<file path="src/verilog/peo_pkg.sv">
// How it works
// RULE1 - edge five shifts by reg c [6:4]
// RULE2 - edge six shifts by reg c [2:0]
// RULE3 - edge seven shifts by reg d [6:4]
// RULE4 - edge eight shifts by reg d [2:0]
// RULE5 - bits 7/3 choose direction, 1 negative
// RULE6 - new settings apply at next period start
package peo_pkg;
   // ****************************************
   // register map
   // ****************************************
   localparam logic [7:0] ADDR_PAIR_C  = 8'h6B;
   localparam logic [7:0] ADDR_PAIR_D  = 8'h6C;
   localparam logic [7:0] RESET_PAIR_C = 8'h00;
   localparam logic [7:0] RESET_PAIR_D = 8'h00;
   localparam logic [7:0] RDATA_UNMAP  = 8'h00;

   // ****************************************
   // field layout
   // ****************************************
   localparam int UPPER_DIR_BIT   = 7;
   localparam int UPPER_SHIFT_LSB = 4;
   localparam int LOWER_DIR_BIT   = 3;
   localparam int LOWER_SHIFT_LSB = 0;
   localparam int SHIFT_W         = 3;

   // ****************************************
   // timing
   // ****************************************
   localparam int STEP_NS = 5;
   localparam int MAX_NS  = 35;
   localparam int OFS_W   = 7;
endpackage

</file>
<file path="src/verilog/peo_edge_offset_regs.sv">
`timescale 1ns/1ns
module peo_edge_offset_regs (
   input  wire logic                  clk_sys,
   input  wire logic                  rst,
   input  wire logic                  reg_wr,
   input  wire logic                  reg_rd,
   input  wire logic [7:0]            reg_addr,
   input  wire logic [7:0]            reg_wdata,
   output logic      [7:0]            reg_rdata,
   output logic                       reg_ack,
   output logic                       reg_hit,
   input  wire logic                  period_start,
   output logic                       edge5_direction,
   output logic      [2:0]            edge5_shift,
   output logic signed [6:0]          edge5_offset_ns,
   output logic                       edge6_direction,
   output logic      [2:0]            edge6_shift,
   output logic signed [6:0]          edge6_offset_ns,
   output logic                       edge7_direction,
   output logic      [2:0]            edge7_shift,
   output logic signed [6:0]          edge7_offset_ns,
   output logic                       edge8_direction,
   output logic      [2:0]            edge8_shift,
   output logic signed [6:0]          edge8_offset_ns
);
   // ****************************************
   // shadow registers written by the host
   // ****************************************
   logic [7:0]                        pair_c_ff;
   logic [7:0]                        pair_d_ff;
   logic [7:0]                        rdata_ff;
   logic                              ack_ff;
   logic                              hit_ff;

   // host writes land in shadow copies only
   always_ff @(posedge clk_sys) begin
      if (rst) begin
         pair_c_ff <= peo_pkg::RESET_PAIR_C;
         pair_d_ff <= peo_pkg::RESET_PAIR_D;
      end else if (reg_wr) begin
         if (reg_addr == peo_pkg::ADDR_PAIR_C) begin
            pair_c_ff <= reg_wdata;
         end else if (reg_addr == peo_pkg::ADDR_PAIR_D) begin
            pair_d_ff <= reg_wdata;
         end
      end
   end

   // read data, ack and hit one cycle after the strobe
   always_ff @(posedge clk_sys) begin
      if (rst) begin
         rdata_ff <= peo_pkg::RDATA_UNMAP;
         ack_ff   <= 1'b0;
         hit_ff   <= 1'b0;
      end else begin
         ack_ff <= reg_wr | reg_rd;
         hit_ff <= (reg_wr | reg_rd) &
                   ((reg_addr == peo_pkg::ADDR_PAIR_C) | (reg_addr == peo_pkg::ADDR_PAIR_D));
         if (reg_rd) begin
            if (reg_addr == peo_pkg::ADDR_PAIR_C) begin
               rdata_ff <= pair_c_ff;
            end else if (reg_addr == peo_pkg::ADDR_PAIR_D) begin
               rdata_ff <= pair_d_ff;
            end else begin
               rdata_ff <= peo_pkg::RDATA_UNMAP;
            end
         end
      end
   end

   assign reg_rdata = rdata_ff;
   assign reg_ack   = ack_ff;
   assign reg_hit   = hit_ff;

   // ****************************************
   // active settings, one slot per edge
   // ****************************************
   logic [7:0]                        src [4];
   logic                              dir_ff [4];
   logic [2:0]                        shift_ff [4];
   logic signed [6:0]                 ofs_ff [4];

   assign src[0] = pair_c_ff;
   assign src[1] = pair_c_ff;
   assign src[2] = pair_d_ff;
   assign src[3] = pair_d_ff;

   genvar gi;
   generate
      for (gi = 0; gi < 4; gi++) begin : g_edge
         localparam int DBIT = (gi % 2 == 0) ? peo_pkg::UPPER_DIR_BIT : peo_pkg::LOWER_DIR_BIT;
         localparam int SLSB = (gi % 2 == 0) ? peo_pkg::UPPER_SHIFT_LSB : peo_pkg::LOWER_SHIFT_LSB;
         logic [2:0]        nxt_shift;
         logic signed [6:0] nxt_mag;
         assign nxt_shift = src[gi][SLSB +: peo_pkg::SHIFT_W];                 // [RULE1] [RULE2] [RULE3] [RULE4]
         assign nxt_mag   = 7'(signed'({4'h0, nxt_shift}) * peo_pkg::STEP_NS);  // 5 ns per code step

         // copy shadow into active only at a period boundary
         always_ff @(posedge clk_sys) begin
            if (rst) begin
               dir_ff[gi]   <= 1'b0;
               shift_ff[gi] <= 3'h0;
               ofs_ff[gi]   <= 7'sh00;
            end else if (period_start) begin                                   // [RULE6]
               dir_ff[gi]   <= src[gi][DBIT];                                  // [RULE5]
               shift_ff[gi] <= nxt_shift;
               ofs_ff[gi]   <= src[gi][DBIT] ? -nxt_mag : nxt_mag;              // [RULE5]
            end
         end
      end
   endgenerate

   // per-edge outputs
   assign edge5_direction = dir_ff[0];
   assign edge5_shift     = shift_ff[0];
   assign edge5_offset_ns = ofs_ff[0];
   assign edge6_direction = dir_ff[1];
   assign edge6_shift     = shift_ff[1];
   assign edge6_offset_ns = ofs_ff[1];
   assign edge7_direction = dir_ff[2];
   assign edge7_shift     = shift_ff[2];
   assign edge7_offset_ns = ofs_ff[2];
   assign edge8_direction = dir_ff[3];
   assign edge8_shift     = shift_ff[3];
   assign edge8_offset_ns = ofs_ff[3];

   // ****************************************
   // assertions
   // ****************************************
   property p_edge5_field;
      @(posedge clk_sys) disable iff (rst)
         period_start |=> (edge5_shift == $past(pair_c_ff[6:4])) &&
                          (edge5_offset_ns == ($past(pair_c_ff[7]) ? -7'(peo_pkg::STEP_NS) : 7'(peo_pkg::STEP_NS)) *
                           signed'({4'h0, $past(pair_c_ff[6:4])}));
   endproperty
   a_edge5_field: assert property (p_edge5_field) else $error("edge5 offset wrong"); // [RULE1]

   property p_edge6_field;
      @(posedge clk_sys) disable iff (rst)
         period_start |=> edge6_shift == $past(pair_c_ff[2:0]);
   endproperty
   a_edge6_field: assert property (p_edge6_field) else $error("edge6 shift wrong"); // [RULE2]

   property p_edge7_field;
      @(posedge clk_sys) disable iff (rst)
         (period_start && pair_d_ff[6:4] == 3'h7 && !pair_d_ff[7]) |=> edge7_offset_ns == 7'(peo_pkg::MAX_NS);
   endproperty
   a_edge7_field: assert property (p_edge7_field) else $error("edge7 max offset not 35"); // [RULE3]

   property p_edge8_field;
      @(posedge clk_sys) disable iff (rst)
         period_start |=> edge8_shift == $past(pair_d_ff[2:0]) &&
                          edge8_offset_ns == ($past(pair_d_ff[3]) ? -7'(peo_pkg::STEP_NS) : 7'(peo_pkg::STEP_NS)) *
                                             signed'({4'h0, $past(pair_d_ff[2:0])});
   endproperty
   a_edge8_field: assert property (p_edge8_field) else $error("edge8 offset wrong"); // [RULE4]

   property p_direction;
      @(posedge clk_sys) disable iff (rst)
         period_start |=> edge5_direction == $past(pair_c_ff[7]) && edge6_direction == $past(pair_c_ff[3]) &&
                          edge7_direction == $past(pair_d_ff[7]) && edge8_direction == $past(pair_d_ff[3]);
   endproperty
   a_direction: assert property (p_direction) else $error("direction bit mismatch"); // [RULE5]

   property p_hold_mid_period;
      @(posedge clk_sys) disable iff (rst)
         !period_start |=> $stable(edge5_offset_ns) && $stable(edge6_offset_ns) &&
                           $stable(edge7_offset_ns) && $stable(edge8_offset_ns);
   endproperty
   a_hold_mid_period: assert property (p_hold_mid_period) else $error("offset moved mid period"); // [RULE6]

   property p_read_back;
      @(posedge clk_sys) disable iff (rst)
         (reg_rd && !reg_wr && reg_addr == peo_pkg::ADDR_PAIR_D) |=> reg_ack && reg_hit &&
                                                                     reg_rdata == pair_d_ff;
   endproperty
   a_read_back: assert property (p_read_back) else $error("read back wrong");

   property p_unmapped;
      @(posedge clk_sys) disable iff (rst)
         (reg_rd && reg_addr != peo_pkg::ADDR_PAIR_C && reg_addr != peo_pkg::ADDR_PAIR_D) |=>
            reg_ack && !reg_hit && reg_rdata == peo_pkg::RDATA_UNMAP;
   endproperty
   a_unmapped: assert property (p_unmapped) else $error("unmapped read wrong");

   // every strobe is answered one cycle later
   property p_ack_pulse;
      @(posedge clk_sys) disable iff (rst)
         (reg_wr || reg_rd) |=> reg_ack;
   endproperty
   a_ack_pulse: assert property (p_ack_pulse) else $error("ack missing after strobe");

   // no strobe, no answer
   property p_idle_quiet;
      @(posedge clk_sys) disable iff (rst)
         !(reg_wr || reg_rd) |=> !reg_ack && !reg_hit;
   endproperty
   a_idle_quiet: assert property (p_idle_quiet) else $error("ack or hit without strobe");

   // a write to pair C lands in its shadow copy
   property p_write_lands;
      @(posedge clk_sys) disable iff (rst)
         (reg_wr && reg_addr == peo_pkg::ADDR_PAIR_C) |=> pair_c_ff == $past(reg_wdata);
   endproperty
   a_write_lands: assert property (p_write_lands) else $error("write did not land");

   // read data holds between reads
   property p_rdata_holds;
      @(posedge clk_sys) disable iff (rst)
         !reg_rd |=> $stable(reg_rdata);
   endproperty
   a_rdata_holds: assert property (p_rdata_holds) else $error("read data moved without read");

   property p_cov_write_apply;
      @(posedge clk_sys) disable iff (rst)
         (reg_wr && reg_addr == peo_pkg::ADDR_PAIR_C) ##[1:20] period_start;
   endproperty
   c_write_apply: cover property (p_cov_write_apply);

   property p_cov_negative;
      @(posedge clk_sys) disable iff (rst) edge7_offset_ns == -7'(peo_pkg::MAX_NS);
   endproperty
   c_negative: cover property (p_cov_negative);

   property p_cov_both_strobes;
      @(posedge clk_sys) disable iff (rst) reg_wr && reg_rd && reg_addr == peo_pkg::ADDR_PAIR_C;
   endproperty
   c_both_strobes: cover property (p_cov_both_strobes);

   property p_cov_unmapped;
      @(posedge clk_sys) disable iff (rst) reg_ack && !reg_hit;
   endproperty
   c_unmapped: cover property (p_cov_unmapped);
endmodule

</file>
<file path="config.mk">
export PLATFORM = sky130hd
export DESIGN_NAME = peo_edge_offset_regs
export DESIGN_NICKNAME = d
export VERILOG_FILES = /design/src/verilog/peo_pkg.sv /design/src/verilog/peo_edge_offset_regs.sv
export SDC_FILE = /design/constraint.sdc
export NUM_CORES = 1
export LEC_CHECK = 0
export CAP_MARGIN = 20
export CORE_MARGIN = 2
export CORE_UTILIZATION = 63
export CTS_CLUSTER_SIZE = 25
export DETAILED_ROUTE_END_ITERATION = 10
export DONT_BUFFER_PORTS = 1
export PLACE_DENSITY_LB_ADDON = 0.15
export SYNTH_ARGS = -nofsm -noshare
export SYNTH_HDL_FRONTEND = slang
export SYNTH_SLANG_ARGS = --single-unit
</file>
<file path="constraint.sdc">
create_clock -name clk_sys -period 2.2 [get_ports clk_sys]
set_input_delay 0.33 -clock clk_sys [delete_from_list [all_inputs] [get_ports clk_sys]]
set_output_delay 0.33 -clock clk_sys [all_outputs]
set_load 0.02 [all_outputs]
</file>
# Word level (Yosys, flattened, before mapping)
# Memories as Yosys holds them, arrays and structs flattened.
# Index checks and enable logic that the tools add are counted.
# word_totals
register_bits	26
ram_bits	44
out_inout_bits	54
word_cells	59
memories	3
# memory_table
memory	words	word_bits	rd	rd_clocked_by_memory_dff	write_ports	line_no	rtl
ofs_ff	4	7	4	0	4	peo_edge_offset_regs.sv:81	logic signed [6:0] ofs_ff [4];
shift_ff	4	3	4	0	4	peo_edge_offset_regs.sv:80	logic [2:0] shift_ff [4];
dir_ff	4	1	4	0	4	peo_edge_offset_regs.sv:79	logic dir_ff [4];
# classes
n_addsub	4
multipliers	4
eq_ne	2
muxes	23
n_bitwise	16
reduce_logical	2
# op_table
operator	count
7-bit 2-to-1 mux	8
6-bit negator with 7-bit output	4
3-bit by 3-bit multiplier with 6-bit output, second input constant	4
8-bit by 7-bit == test with 1-bit output, second input constant	2
8-bit 2-to-1 mux	2
1-bit bitwise OR	14
3-bit 2-to-1 mux	4
1-bit 2-to-1 mux	9
3-bit AND reduction	1
2-bit AND reduction	1
1-bit AND	1
1-bit inverter	1

# Depth between registers and ports, before layout
# Gate-level depths: netlist of run 1.
# depth
ltp_word	4
ltp_mapped	8
ltp_nobuf	8

# Worst setup path after synthesis of run 1
# OpenSTA, ideal clock, no wires.
# synth_timing
path_type	reg-to-reg
start	register pair_d_ff[0]
end	memory ofs_ff[3][5], in the netlist ofs_ff[1][12] (data pin)
arrival_time_ns	1.431
required_ns	1.934
setup_slack_ns	0.503
stages_incl_launch_ff	9
path_buffers	0
synth_period_minus_slack_ns	1.697
cell_sequence	dfxtp_1 > ha_1 > ha_1 > inv_1 > ha_1 > nor3_1 > a21boi_0 > xnor2_1 > nor2_1
# synth_rtl
element	line_no	rtl
start, declared	peo_edge_offset_regs.sv:30	logic [7:0] pair_d_ff;
start signal, assigned	peo_edge_offset_regs.sv:39	pair_d_ff <= peo_pkg::RESET_PAIR_D;
start signal, assigned	peo_edge_offset_regs.sv:44	pair_d_ff <= reg_wdata;
end, declared	peo_edge_offset_regs.sv:81	

==> results of run 1 <==
-- area by class of cell --
class	instances	area share [%]
clock buffers	11	3.82
clock inverters	5	0.618
inverters	18	1.96
multi-input cells	194	40.6
flip-flops and latches	66	50.1
well taps	70	2.55
repair buffers	2	0.437
-- final timing paths --
| check | to | cells past startpoint | start |
|---|---|---|---|
| max reg2reg | ofs_ff[1][12] | 8 | pair_d_ff[0] |
| max | ofs_ff[1][12] | 8 | pair_d_ff[0] |
| min | pair_c_ff[3] | 1 | rst |
| min reg2reg | reg_rdata[5] | 2 | reg_rdata[5] |
-- synthesized netlist by cell type --
cell type / number
sky130_fd_sc_hd__nand2b_1: 7
sky130_fd_sc_hd__or4_4: 3
sky130_fd_sc_hd__nor3b_4: 1
sky130_fd_sc_hd__a31oi_1: 1
sky130_fd_sc_hd__xnor2_1: 9
sky130_fd_sc_hd__a21boi_0: 5
sky130_fd_sc_hd__edfxtp_1: 40
sky130_fd_sc_hd__o2111ai_4: 1
sky130_fd_sc_hd__ha_1: 20
sky130_fd_sc_hd__mux2i_1: 24
sky130_fd_sc_hd__clkbuf_1: 5
sky130_fd_sc_hd__o21ai_1: 10
sky130_fd_sc_hd__a22o_2: 1
sky130_fd_sc_hd__or2_2: 1
sky130_fd_sc_hd__nand3_1: 1
sky130_fd_sc_hd__and2_1: 3
sky130_fd_sc_hd__xor2_1: 10
sky130_fd_sc_hd__nand2_1: 15
sky130_fd_sc_hd__buf_4: 5
sky130_fd_sc_hd__dfxtp_1: 26
sky130_fd_sc_hd__a21oi_1: 4
sky130_fd_sc_hd__and2_2: 1
sky130_fd_sc_hd__buf_1: 1
sky130_fd_sc_hd__buf_6: 3
sky130_fd_sc_hd__or2b_1: 3
sky130_fd_sc_hd__nand3_2: 1
sky130_fd_sc_hd__nor3_1: 1
sky130_fd_sc_hd__inv_1: 18
sky130_fd_sc_hd__o21ai_2: 3
sky130_fd_sc_hd__o21ai_0: 3
sky130_fd_sc_hd__nor2b_1: 5
sky130_fd_sc_hd__and4bb_2: 1
sky130_fd_sc_hd__nand4_4: 2
sky130_fd_sc_hd__o211a_1: 1
sky130_fd_sc_hd__nor2_1: 55
sky130_fd_sc_hd__and3b_1: 1
sky130_fd_sc_hd__o31ai_1: 1
-- state kept, by name, summed over array words and instances, names as in the netlist --
register   count
ofs_ff        27
reg_hit        1
reg_rdata      8
dir_ff         4
reg_ack        1
pair_d_ff      8
shift_ff       9
pair_c_ff      8
-- cells by family (layout without fill, tap and decap cells) --
family          after synthesis  in the layout  share of synthesized area, %
mux                          24             24                          7.33
flops                        66             66                          52.5
simple gates                101            101                          16.1
xor+xnor                     19             19                          5.08
fa+ha+maj                    20             20                          7.63
compound gates               30             30                          6.37
buf+inv                      32             36                          4.92
-- worst reg2reg max path: cells and delay by family (launching register included) --
family / cells / cell delay (ns)
XOR/XNOR: 1 / 0.15
buffers and inverters: 1 / 0.05
adder cells (fa/ha/maj): 3 / 0.65
AO/OA/AOI/OAI: 1 / 0.22
AND/OR/NAND/NOR: 2 / 0.10
flip-flops: 1 / 0.43
-- power groups by stage --
stage / Clock, W / Sequential, W / Combinational [W]
after global placement: 0 / 0.00143 / 0.0000455
after detailed placement: 0 / 0.00143 / 0.0000463
after CTS: 0.000833 / 0.00140 / 0.0000465
after floorplan: 0 / 0.00142 / 0.0000498
final: 0.000817 / 0.00140 / 0.0000458
after global routing: 0.000883 / 0.00140 / 0.0000499
-- metal layers --
| metal | vias to the layer above | global-route usage (%) | wire length [um] |
|---|---|---|---|
| met4 | 0 | 10.5 | 128 |
| met2 | 74 | 31.0 | 2440 |
| met5 | - | 0 | 0 |
| li1 | 990 | - | - |
| met3 | 10 | 6.04 | 403 |
| met1 | 911 | 30.4 | 2840 |
-- metrics by stage --
stage                     instance area (um2)  hold WS (ns)  instances
after floorplan                          3280         0.474        292
after global placement                   3290         0.403        350
after detailed placement                 3290         0.406        350
after CTS                                3440        0.0419        366
after global routing                     3440        0.0430        366
final                                    3440        0.0537        366
==> implementation parameters, run 1 <==
Parameter                              Value

Status
  Run status ... finished clean

Timing
  Final count of pins violating max slew ... 0
  Part of the cycle the worst path needs ... 84.3%
  Max Freq ... about 540 MHz
  Headroom to the max-slew limit ... 39.0%
  Clock Skew ... 0.00662 ns
  Period minus WS final ... roughly 1.9 ns
  Final Setup Violations ... 0
  Total count of hold-check failures in the final report ... 0
  Final Worst Setup Slack ... 0.345 ns
  RSZ-0062 raised after global routing ... no
  Setup Total Neg Slack ... 0 ns
  Slew at the pin with the worst max-slew slack ... roughly 0.92 ns

Worst setup path
  Most frequent cell on the critical path ... sky130_fd_sc_hd__ha_1
  Buffers plus inverters on the worst setup path ... 1
  Cell at the slowest stage of the critical path ... sky130_fd_sc_hd__dfxtp_1
  Arrival time at the worst endpoint ... between 1.5 and 2 ns
  Delay contributed by the slowest stage of the critical path ... ~0.43 ns
  Worst setup SP type ... flop
  CP required ... 2.28 ns
  Maximum fanout encountered on the critical timing path ... 6
  Worst Setup Path Type ... reg2reg
  Worst path cell trace ... ha_1 > ha_1 > inv_1 > ha_1 > nor3_1 > a21boi_0 > xnor2_1 > nor2_1
  Kind of end point of the critical path ... flop
  Critical path's top delay family ... adder cells
  Register-to-register path setup slack ... around 0.34 ns

Placement
  Final RePlAce weighted congestion ... just under 0.9
  IO buf count ... 0
  Worst slack at placement ... between 0.3 and 0.4 ns
  Detailed-placement wirelength estimate ... 4080 um

Die
  Number of top-level pins ... between 70 and 80
  Number of placement rows ... 26
  Overall die height ... about 76 um
  Starting Density ... about 65%
  Die footprint ... 0.00580 mm2
  Die width ... between 70 and 80 um
  Area of the core ... 0.00507 mm2

Cells and area
  Utilization of the core after routing ... about two thirds
  Filler Cells Inserted ... 407
  Area occupied by multi-input gates ... 0.00140 mm2
  Share of final-layout standard cells stronger than drive strength 1 ... under 10%
  Number of nets in the layout ... around 330
  Commonest non-fill, non-tap cell in the layout ... sky130_fd_sc_hd__nor2_1
  Number of antenna diodes ... 0
  Commonest cells after routing, fill and taps aside ... sky130_fd_sc_hd__nor2_1 (55), sky130_fd_sc_hd__edfxtp_1 (40), sky130_fd_sc_hd__dfxtp_1 (26)
  Area delta synth->final ... 4.92%
  Combined flip-flop and latch cell area ... approximately 0.0017 mm2

Clock network
  H-tree levels ... 3
  Root Buffer ... sky130_fd_sc_hd__clkbuf_8
  Sink Count ... 66
  Insertion delay to the later sink of the worst-skew pair ... between 0.3 and 0.4 ns
  Post-CTS repair timing setup buffer count ... 0
  Hold-fix buffer count after cts ... 0
  CTS buffer count ... 9
  Clock transition at path regs ... 0.07 ns
  Number of gates given a new drive strength after cts ... 0
  Bufs on Longest Clock Path ... 2
  CTS tree ... yes

Power
  Clock network power share ... 36.1%
  Leakage Power ... between 1 and 1.5 nW
  Power per unit of standard cell area ... between 600 and 700 mW/mm2
  Total power after layout ... approximately 0.0023 W
  Net switching power ... roughly 0.00052 W
  Switching power share of the total ... a little under a quarter
  Pint ... roughly 0.0017 W
  Sequential group share of total power ... 61.9%
  Combinational share of power ... 2.0%
  Worst voltage drop across the vdd grid ... between 0.0005 and 0.0006 V

Synth
  Number of warnings reported in the yosys synthesis log ... 0
  Post-Synthesis Mean Instance Area ... about 11 um2
  Proportion of synthesized chip area in sequential cells ... between 50% and 60%
  Ranking of synthesized cells by area ... sky130_fd_sc_hd__edfxtp_1 (37%), sky130_fd_sc_hd__dfxtp_1 (16%), sky130_fd_sc_hd__ha_1 (7.6%), sky130_fd_sc_hd__mux2i_1 (7.3%), sky130_fd_sc_hd__nor2_1 (6.3%)
  Total nets after synthesis ... 333
  Area share of the largest cell type after synthesis ... between 30 and 40%
  Number of storage elements in the synthesis netlist ... between 60 and 70
  Synth unique cells ... 37
  Post-Syn Area ... around 0.0033 mm2
  Largest area contributor in the netlist ... sky130_fd_sc_hd__edfxtp_1
  Cell count after synthesis ... 292

Hold path
  Class of the tightest hold or removal check ... in2reg

Global route
  Largest net degree at the start of global routing ... 41
  Initial antenna violation count ... 0
  Global route total overflow ... 0
  Global-route usage over all layers ... 21.6%
  Number of global-route vias before repair ... between 1500 and 2000
  Global-route wire length before repair ... 9800 um

Flow run
  Max-Cap Viols ... 0

Drt
  Total DRC errors in the routed layout ... 0
  Final wirelength ... between 5000 and 6000 um
  Vias after detailed routing ... 1985
  DRT antenna net count ... 0
  Number of DRC markers after the initial detailed-route iteration ... about 140
  Number of optimization iterations in the first detailed-route pass ... 4
  Routed via count divided by cell count ... 5.42
  Per-cell routed wire length ... 15.9 um
Power figures use the tool's default switching activity.
==> run 2, diff against run 1 <==
- ABC_AREA: default -> 1
- CORE_UTILIZATION: 63 -> 57
- clock period: 2.2 -> 1.6 ns (I/O delays scaled with it)
==> run 2 against run 1 <==
Utilization is 3.0 points lower. Combinational power rose to 3.3 times the previous value. Critical endpoint unchanged. Largest power group unchanged. Routed wire length increased by 22%.
==> implementation parameters, run 2 <==
Parameter                              Value

Cells and area
  Commonest cells after routing, fill and taps aside ... sky130_fd_sc_hd__nor2_1 (83), sky130_fd_sc_hd__nand2_1 (56), sky130_fd_sc_hd__inv_1 (54)
  Number of antenna diodes ... 0
  Share of final-layout standard cells stronger than drive strength 1 ... roughly 14%
  Largest registers ... ofs_ff (27), shift_ff (9)
  Commonest non-fill, non-tap cell in the layout ... sky130_fd_sc_hd__nor2_1
  Top register by number of flip-flops ... ofs_ff
  Area delta synth->final ... 10.7%
  Number of nets in the layout ... ~450
  Post-route cell area ... about 0.0038 mm2
  Number of flip-flops in the largest register ... 27

Worst setup path
  Kind of end point of the critical path ... flop
  Arrival time at the worst endpoint ... around 1.7 ns
  Startpoint of the worst register-to-register path ... pair_d_ff[0]
  Register-to-register path setup slack ... 0.06 ns
  Worst Setup Path Type ... reg2reg
  Maximum fanout encountered on the critical timing path ... 2
  CP required ... 1.70 ns
  Worst setup SP type ... flop
  Number of cell instances on the worst register-to-register path ... 8
  FF-to-FF End ... ofs_ff[1][12]

Die
  Die footprint ... about 0.0067 mm2
  Die width ... 81.8 um
  Area of the core ... between 0.005 and 0.006 mm2
  Number of top-level pins ... 75
  Number of placement rows ... 28
  Starting Density ... 58.5%
  Overall die height ... ~82 um

Drt
  Routed via count divided by cell count ... roughly 5.3
  Per-cell routed wire length ... 14.5 um
  Total DRC errors in the routed layout ... 0
  Final wirelength ... ~7100 um
  Number of optimization iterations in the first detailed-route pass ... 4
  Vias after detailed routing ... 2598
  Number of DRC markers after the initial detailed-route iteration ... between 100 and 150
  DRT antenna net count ... 0

Synth
  Number of warnings reported in the yosys synthesis log ... 0
  Largest area contributor in the netlist ... sky130_fd_sc_hd__edfxtp_1
  Synth Area in Simple Gates ... 28.1%
  Post-synthesis mux area share ... 0%
  Combinational family with the most area after synthesis ... simple AND/OR/NAND/NOR gates
  Total nets after synthesis ... around 450
  Post-Synthesis Mean Instance Area ... between 8 and 9 um2
  Most frequent cells after synthesis ... sky130_fd_sc_hd__nor2_1 (84), sky130_fd_sc_hd__nand2_1 (58), sky130_fd_sc_hd__inv_1 (55)
  EDFF count, synth ... 40
  Xor and xnor area share after synthesis ... 0.763%
  Synth unique cells ... 26
  Area share of the largest cell type after synthesis ... a little over a third
  Ranking of synthesized cells by area ... sky130_fd_sc_hd__edfxtp_1 (35%), sky130_fd_sc_hd__dfxtp_1 (15%), sky130_fd_sc_hd__nor2_1 (9.2%), sky130_fd_sc_hd__ha_1 (7.3%), sky130_fd_sc_hd__nand3_1 (6.8%)
  Most used DFF post-synth ... sky130_fd_sc_hd__edfxtp_1
  Most frequently used cell type in the post-synthesis netlist ... sky130_fd_sc_hd__nor2_1
  Share of flip-flops with an asynchronous set or reset after synthesis ... 0%
  Number of storage elements in the synthesis netlist ... 66
  Compound-gate portion of the synthesized area ... 4.50%
  Proportion of synthesized chip area in sequential cells ... between 40% and 50%
  Post-Syn Area ... 0.00345 mm2
  Cell count after synthesis ... between 400 and 500
  Adder and majority cell fraction of the synthesized area ... ~7.3%

Timing
  Period minus WS final ... around 1.5 ns
  Max Freq ... ~650 MHz
  Total count of hold-check failures in the final report ... 0
  Final count of pins violating max slew ... 0
  Final Setup Violations ... 0
  Slew at the pin with the worst max-slew slack ... a little under 0.4 ns
  Tightest hold margin ... around 0.035 ns
  Clock Skew ... 0.00602 ns
  Headroom to the max-slew limit ... approximately 74%
  Part of the cycle the worst path needs ... between 90 and 100%

Placement
  Detailed-placement wirelength estimate ... 4850 um
  Post-DP Area ... 0.00351 mm2
  IO buf count ... 0
  Final RePlAce weighted congestion ... slightly above 0.8

Power
  Combinational share of power ... roughly 4.4%
  Sequential group share of total power ... 56.5%
  Power per unit of standard cell area ... approximately 900 mW/mm2
  Worst voltage drop across the vdd grid ... a little under 0.0005 V
  Pint ... between 0.002 and 0.003 W
  Clock network power share ... around 39%
  Net switching power ... roughly 0.00084 W
  Switching power share of the total ... approximately 24%
  Leakage Power ... roughly 1.8 nW

Clock network
  CTS tree ... yes
  H-tree levels ... 3
  Post-CTS repair timing setup buffer count ... 0
  Root Buffer ... sky130_fd_sc_hd__clkbuf_8
  Clock transition at path regs ... 0.07 ns
  Sink Count ... 66
  Insertion delay to the later sink of the worst-skew pair ... 0.34 ns
  Bufs on Longest Clock Path ... 2
  CTS buffer count ... 9

Global route
  Largest net degree at the start of global routing ... a little over 40
  Global-route usage over all layers ... 22.8%
  Number of global-route vias before repair ... about 2500
  Global-route wire length before repair ... around 11000 um
  Initial antenna violation count ... 0
  Global route total overflow ... 0

Flow run
  Max-Cap Viols ... 0

Hold path
  Hold path depth ... 2
  Class of the tightest hold or removal check ... in2reg
  Worst Min Path Start ... reg_wdata[0]
  End point of the most critical hold path ... pair_c_ff[0]

Status
  Run status ... finished clean
[run 2: cells by family after synthesis]
| family | count (synthesis) |
|---|---|
| AO/OA/AOI/OAI | 28 |
| XOR/XNOR | 3 |
| buffers and inverters | 75 |
| AND/OR/NAND/NOR | 214 |
| flip-flops | 66 |
| adder cells (fa/ha/maj) | 20 |
[run 2: routing by layer]
layer	global-route usage, %	up-vias	wire length (um)
met4	7.50	0	94
met2	37.4	76	3450
met1	28.0	1190	3110
met5	0	-	0
li1	-	1325	-
met3	8.13	7	444
[run 2: metrics by stage]
| step | worst slack (ns) | setup TNS, ns | total power [W] | instances | util, % |
|---|---|---|---|---|---|
| final | 0.0555 | 0 | 0.00346 | 490 | 64.8 |
| after global routing | -0.0137 | -0.0251 | 0.00358 | 490 | 64.8 |
| after CTS | 0.0154 | 0 | 0.00348 | 490 | 63.8 |
| after detailed placement | -0.0322 | -0.0322 | 0.00214 | 473 | 59.7 |
| after global placement | 0.0291 | 0 | 0.00214 | 473 | 59.7 |
| after floorplan | 0.0182 | 0 | 0.00212 | 406 | - |
[run 2: what timing repair did]
item | CTS | global route
hold endpoints to repair | 2 | 0
pin swaps | 2 | 4
hold buffers | 1 | 0
setup endpoints to repair | 3 | 6
gates cloned | 0 | 0
resized for setup | 10 | 14
[run 2: worst max path at each step]
stage	start	to	slack (ns)	cells past startpoint
6_report	pair_d_ff[0]	ofs_ff[1][12]	0.06	8
5_1_grt	pair_d_ff[2]	ofs_ff[1][12]	-0.01	8
4_1_cts	pair_d_ff[2]	ofs_ff[1][12]	0.02	8
3_5_place_dp	pair_d_ff[2]	ofs_ff[1][12]	-0.03	8
3_3_place_gp	pair_d_ff[2]	ofs_ff[1][12]	0.03	8
2_1_floorplan	pair_d_ff[2]	ofs_ff[1][12]	0.02	8
[run 2: critical path: stages, from the launching register on]
cell and delay [ns]:
sky130_fd_sc_hd__dfxtp_2 0.33, sky130_fd_sc_hd__ha_4 0.16, sky130_fd_sc_hd__ha_4 0.17, sky130_fd_sc_hd__inv_4 0.05, sky130_fd_sc_hd__ha_4 0.19, sky130_fd_sc_hd__nor2_2 0.07
sky130_fd_sc_hd__nand4_1 0.13, sky130_fd_sc_hd__a21oi_2 0.16, sky130_fd_sc_hd__nor2_1 0.05
[run 2: final cells by class]
cell class	count	area, um2
Tap cell	75	93.8
Multi-Input combinational cell	265	1500
Clock inverter	5	55.1
Timing Repair Buffer	9	82.6
Clock buffer	11	131
Inverter	59	224
Sequential cell	66	1730
Fill cell	485	2070
[run 2: power by group through the flow]
stage          clock network [W]  registers, W  logic, W
3_3_place_gp                   0       0.00199  0.000145
4_1_cts                  0.00138       0.00196  0.000152
6_report                 0.00135       0.00195  0.000152
3_5_place_dp                   0       0.00199  0.000149
5_1_grt                  0.00144       0.00196  0.000172
2_1_floorplan                  0       0.00198  0.000137
==> run 3, diff against run 2 <==
- REMOVE_ABC_BUFFERS: default -> 1
- TNS_END_PERCENT: default -> 50
==> run 3 against run 2 <==
Non-clock buffer count is 5 higher. Register-to-register slack hardly changed. Setup slack lost 0.0015 ns. Hold slack lost 0.0099 ns. Die area stayed put. Largest power group unchanged. Highest routed layer unchanged. Clock skew increased by 0.0025 ns. Global-route usage down 0.96 points. Combinational power hardly changed. Via count up 2.9%. Critical endpoint unchanged. Sequential power hardly changed. Largest cell class unchanged. Critical path depth stayed put. Power up 3.8%.
==> implementation parameters, run 3 (synthesis results as in run 2) <==
Parameter                              Value

Global route
  Global-route usage over all layers ... between 20% and 30%
  Initial antenna violation count ... 0
  Global-route wire length before repair ... around 11000 um
  Global route total overflow ... 0
  Largest net degree at the start of global routing ... between 40 and 50
  Number of global-route vias before repair ... about 2400

Drt
  Vias after detailed routing ... ~2700
  Total DRC errors in the routed layout ... 0
  Per-cell routed wire length ... 14.5 um
  Number of optimization iterations in the first detailed-route pass ... 4
  Number of DRC markers after the initial detailed-route iteration ... 173
  Final wirelength ... around 7000 um
  DRT antenna net count ... 0
  Routed via count divided by cell count ... around 5.4

Worst setup path
  Most frequent cell on the critical path ... sky130_fd_sc_hd__ha_4
  Kind of end point of the critical path ... flop
  Number of cell instances on the worst register-to-register path ... 8
  Worst Setup Path Type ... reg2reg
  Worst path cell trace ... ha_4 > ha_4 > inv_2 > ha_4 > nor2_2 > nand4_1 > a21oi_2 > nor2_1
  Cell at the slowest stage of the critical path ... sky130_fd_sc_hd__dfxtp_2
  CP required ... between 1.5 and 2 ns
  Delay contributed by the slowest stage of the critical path ... ~0.34 ns
  Maximum fanout encountered on the critical timing path ... 2
  Worst setup SP type ... flop
  Arrival time at the worst endpoint ... approximately 1.7 ns

Placement
  Worst slack at placement ... -0.0118 ns
  Detailed-placement wirelength estimate ... roughly 5000 um
  IO buf count ... 0
  Number of placed cells counting well taps ... approximately 480
  Final RePlAce weighted congestion ... around 0.87

Clock network
  Bufs on Longest Clock Path ... 2
  Clock transition at path regs ... about 0.07 ns
  CTS buffer count ... 9
  Root Buffer ... sky130_fd_sc_hd__clkbuf_8
  Insertion delay to the later sink of the worst-skew pair ... between 0.3 and 0.4 ns
  CTS tree ... yes
  Sink Count ... 66
  H-tree levels ... 3

Status
  Run status ... finished clean

Cells and area
  Area delta synth->final ... 12.7%
  Filler Cells Inserted ... about 460
  Share of final-layout standard cells stronger than drive strength 1 ... roughly 15%
  Number of nets in the layout ... around 460
  Commonest non-fill, non-tap cell in the layout ... sky130_fd_sc_hd__nor2_1
  Top register by number of flip-flops ... ofs_ff
  Number of flip-flops in the largest register ... 27
  Largest registers ... ofs_ff (27), shift_ff (9)
  Utilization of the core after routing ... 66.0%
  Commonest cells after routing, fill and taps aside ... sky130_fd_sc_hd__nor2_1 (81), sky130_fd_sc_hd__nand2_1 (56), sky130_fd_sc_hd__inv_1 (54)
  Number of antenna diodes ... 0
  Post-route insts no fill ... 495

Timing
  Setup Total Neg Slack ... 0 ns
  Final Setup Violations ... 0
  Part of the cycle the worst path needs ... 96.6%
  Headroom to the max-slew limit ... 72.9%
  Final Worst Setup Slack ... approximately 0.054 ns
  Total count of hold-check failures in the final report ... 0
  RSZ-0062 raised after global routing ... yes
  Period minus WS final ... about 1.5 ns
  Final count of pins violating max slew ... 0
  Slew at the pin with the worst max-slew slack ... a little over 0.4 ns
  Max Freq ... about 650 MHz
  Clock Skew ... 0.00849 ns

Power
  Power per unit of standard cell area ... just over 900 mW/mm2
  Leakage Power ... around 1.8 nW
  Worst voltage drop across the vdd grid ... approximately 0.00057 V

Hold path
  Hold path depth ... 2
  Class of the tightest hold or removal check ... in2reg

Die
  Starting Density ... 58.5%
  Number of placement rows ... 28
  Area of the core ... 0.00589 mm2
  Die footprint ... 0.00668 mm2
  Overall die height ... between 80 and 90 um
  Number of top-level pins ... 75
  Die width ... about 80 um

Flow run
  Max-Cap Viols ... 0
[run 3: changes by cell type in the layout (fill, tap and decap cells not counted), moves of 2 or more]
cell and delta:
sky130_fd_sc_hd__buf_4 +5, sky130_fd_sc_hd__dfxtp_2 -3, sky130_fd_sc_hd__dfxtp_4 +2, sky130_fd_sc_hd__ha_1 -2
sky130_fd_sc_hd__nor2_1 -2, sky130_fd_sc_hd__nor2_2 +2
[run 3: path summary, 6_finish.rpt]
kind / slack [ns] / startpoint / end
min reg2reg: 0.61 / pair_d_ff[3] / pair_d_ff[3]
max reg2reg: 0.05 / pair_d_ff[0] / ofs_ff[1][12]
max: 0.05 / pair_d_ff[0] / ofs_ff[1][12]
min: 0.02 / reg_wdata[6] / pair_c_ff[6]
[run 3: metrics by stage]
stage | total power (W) | area [um2] | hold slack (ns)
CTS | 0.00360 | 3750 | 0.0284
detailed placement | 0.00214 | 3530 | 0.316
finish | 0.00359 | 3880 | 0.0249
global placement | 0.00214 | 3530 | 0.316
floorplan | 0.00210 | 3340 | 0.312
global route | 0.00368 | 3880 | 0.0404
[run 3: repair_timing]
action | 4_1_cts | 5_1_grt
resized for setup | 1 | 27
endpoints found under the setup margin | 1 | 5
pin swaps | 0 | 6
buffers inserted | 0 | 2
hold endpoints to repair | 2 | 0
hold buffers | 1 | 0
[run 3: cell type report]
class | count | area [um2] | share of cell area [%]
well taps | 75 | 93.8 | 2.42
clock inverters | 4 | 67.6 | 1.74
clock buffers | 12 | 135 | 3.48
multi-input cells | 265 | 1510 | 38.9
repair buffers | 14 | 120 | 3.09
inverters | 59 | 221 | 5.70
flip-flops and latches | 66 | 1740 | 44.7
[run 3: where the power goes]
part | leakage (nW) | internal (W) | switching, W
clock network | 0.0997 | 0.000869 | 0.000614
registers | 0.661 | 0.00185 | 0.000100
logic | 1.05 | 0.0000488 | 0.000104
[run 3: per-layer routing]
metal,track usage (%),wire length (um),up-vias
met3,5.60,398,23
met4,10.7,197,0
met5,0,0,-
met1,26.1,3070,1217
li1,-,-,1328
met2,36.6,3520,105
[run 3: worst max-delay path: cells and delay by family, from the launching register on]
kind	cells	cell delay (ns)
DFF	1	0.34
and+or+nand+nor	3	0.26
AOI/OAI and AO/OA	1	0.16
buffers and inverters	1	0.05
adders and majority gates	3	0.50
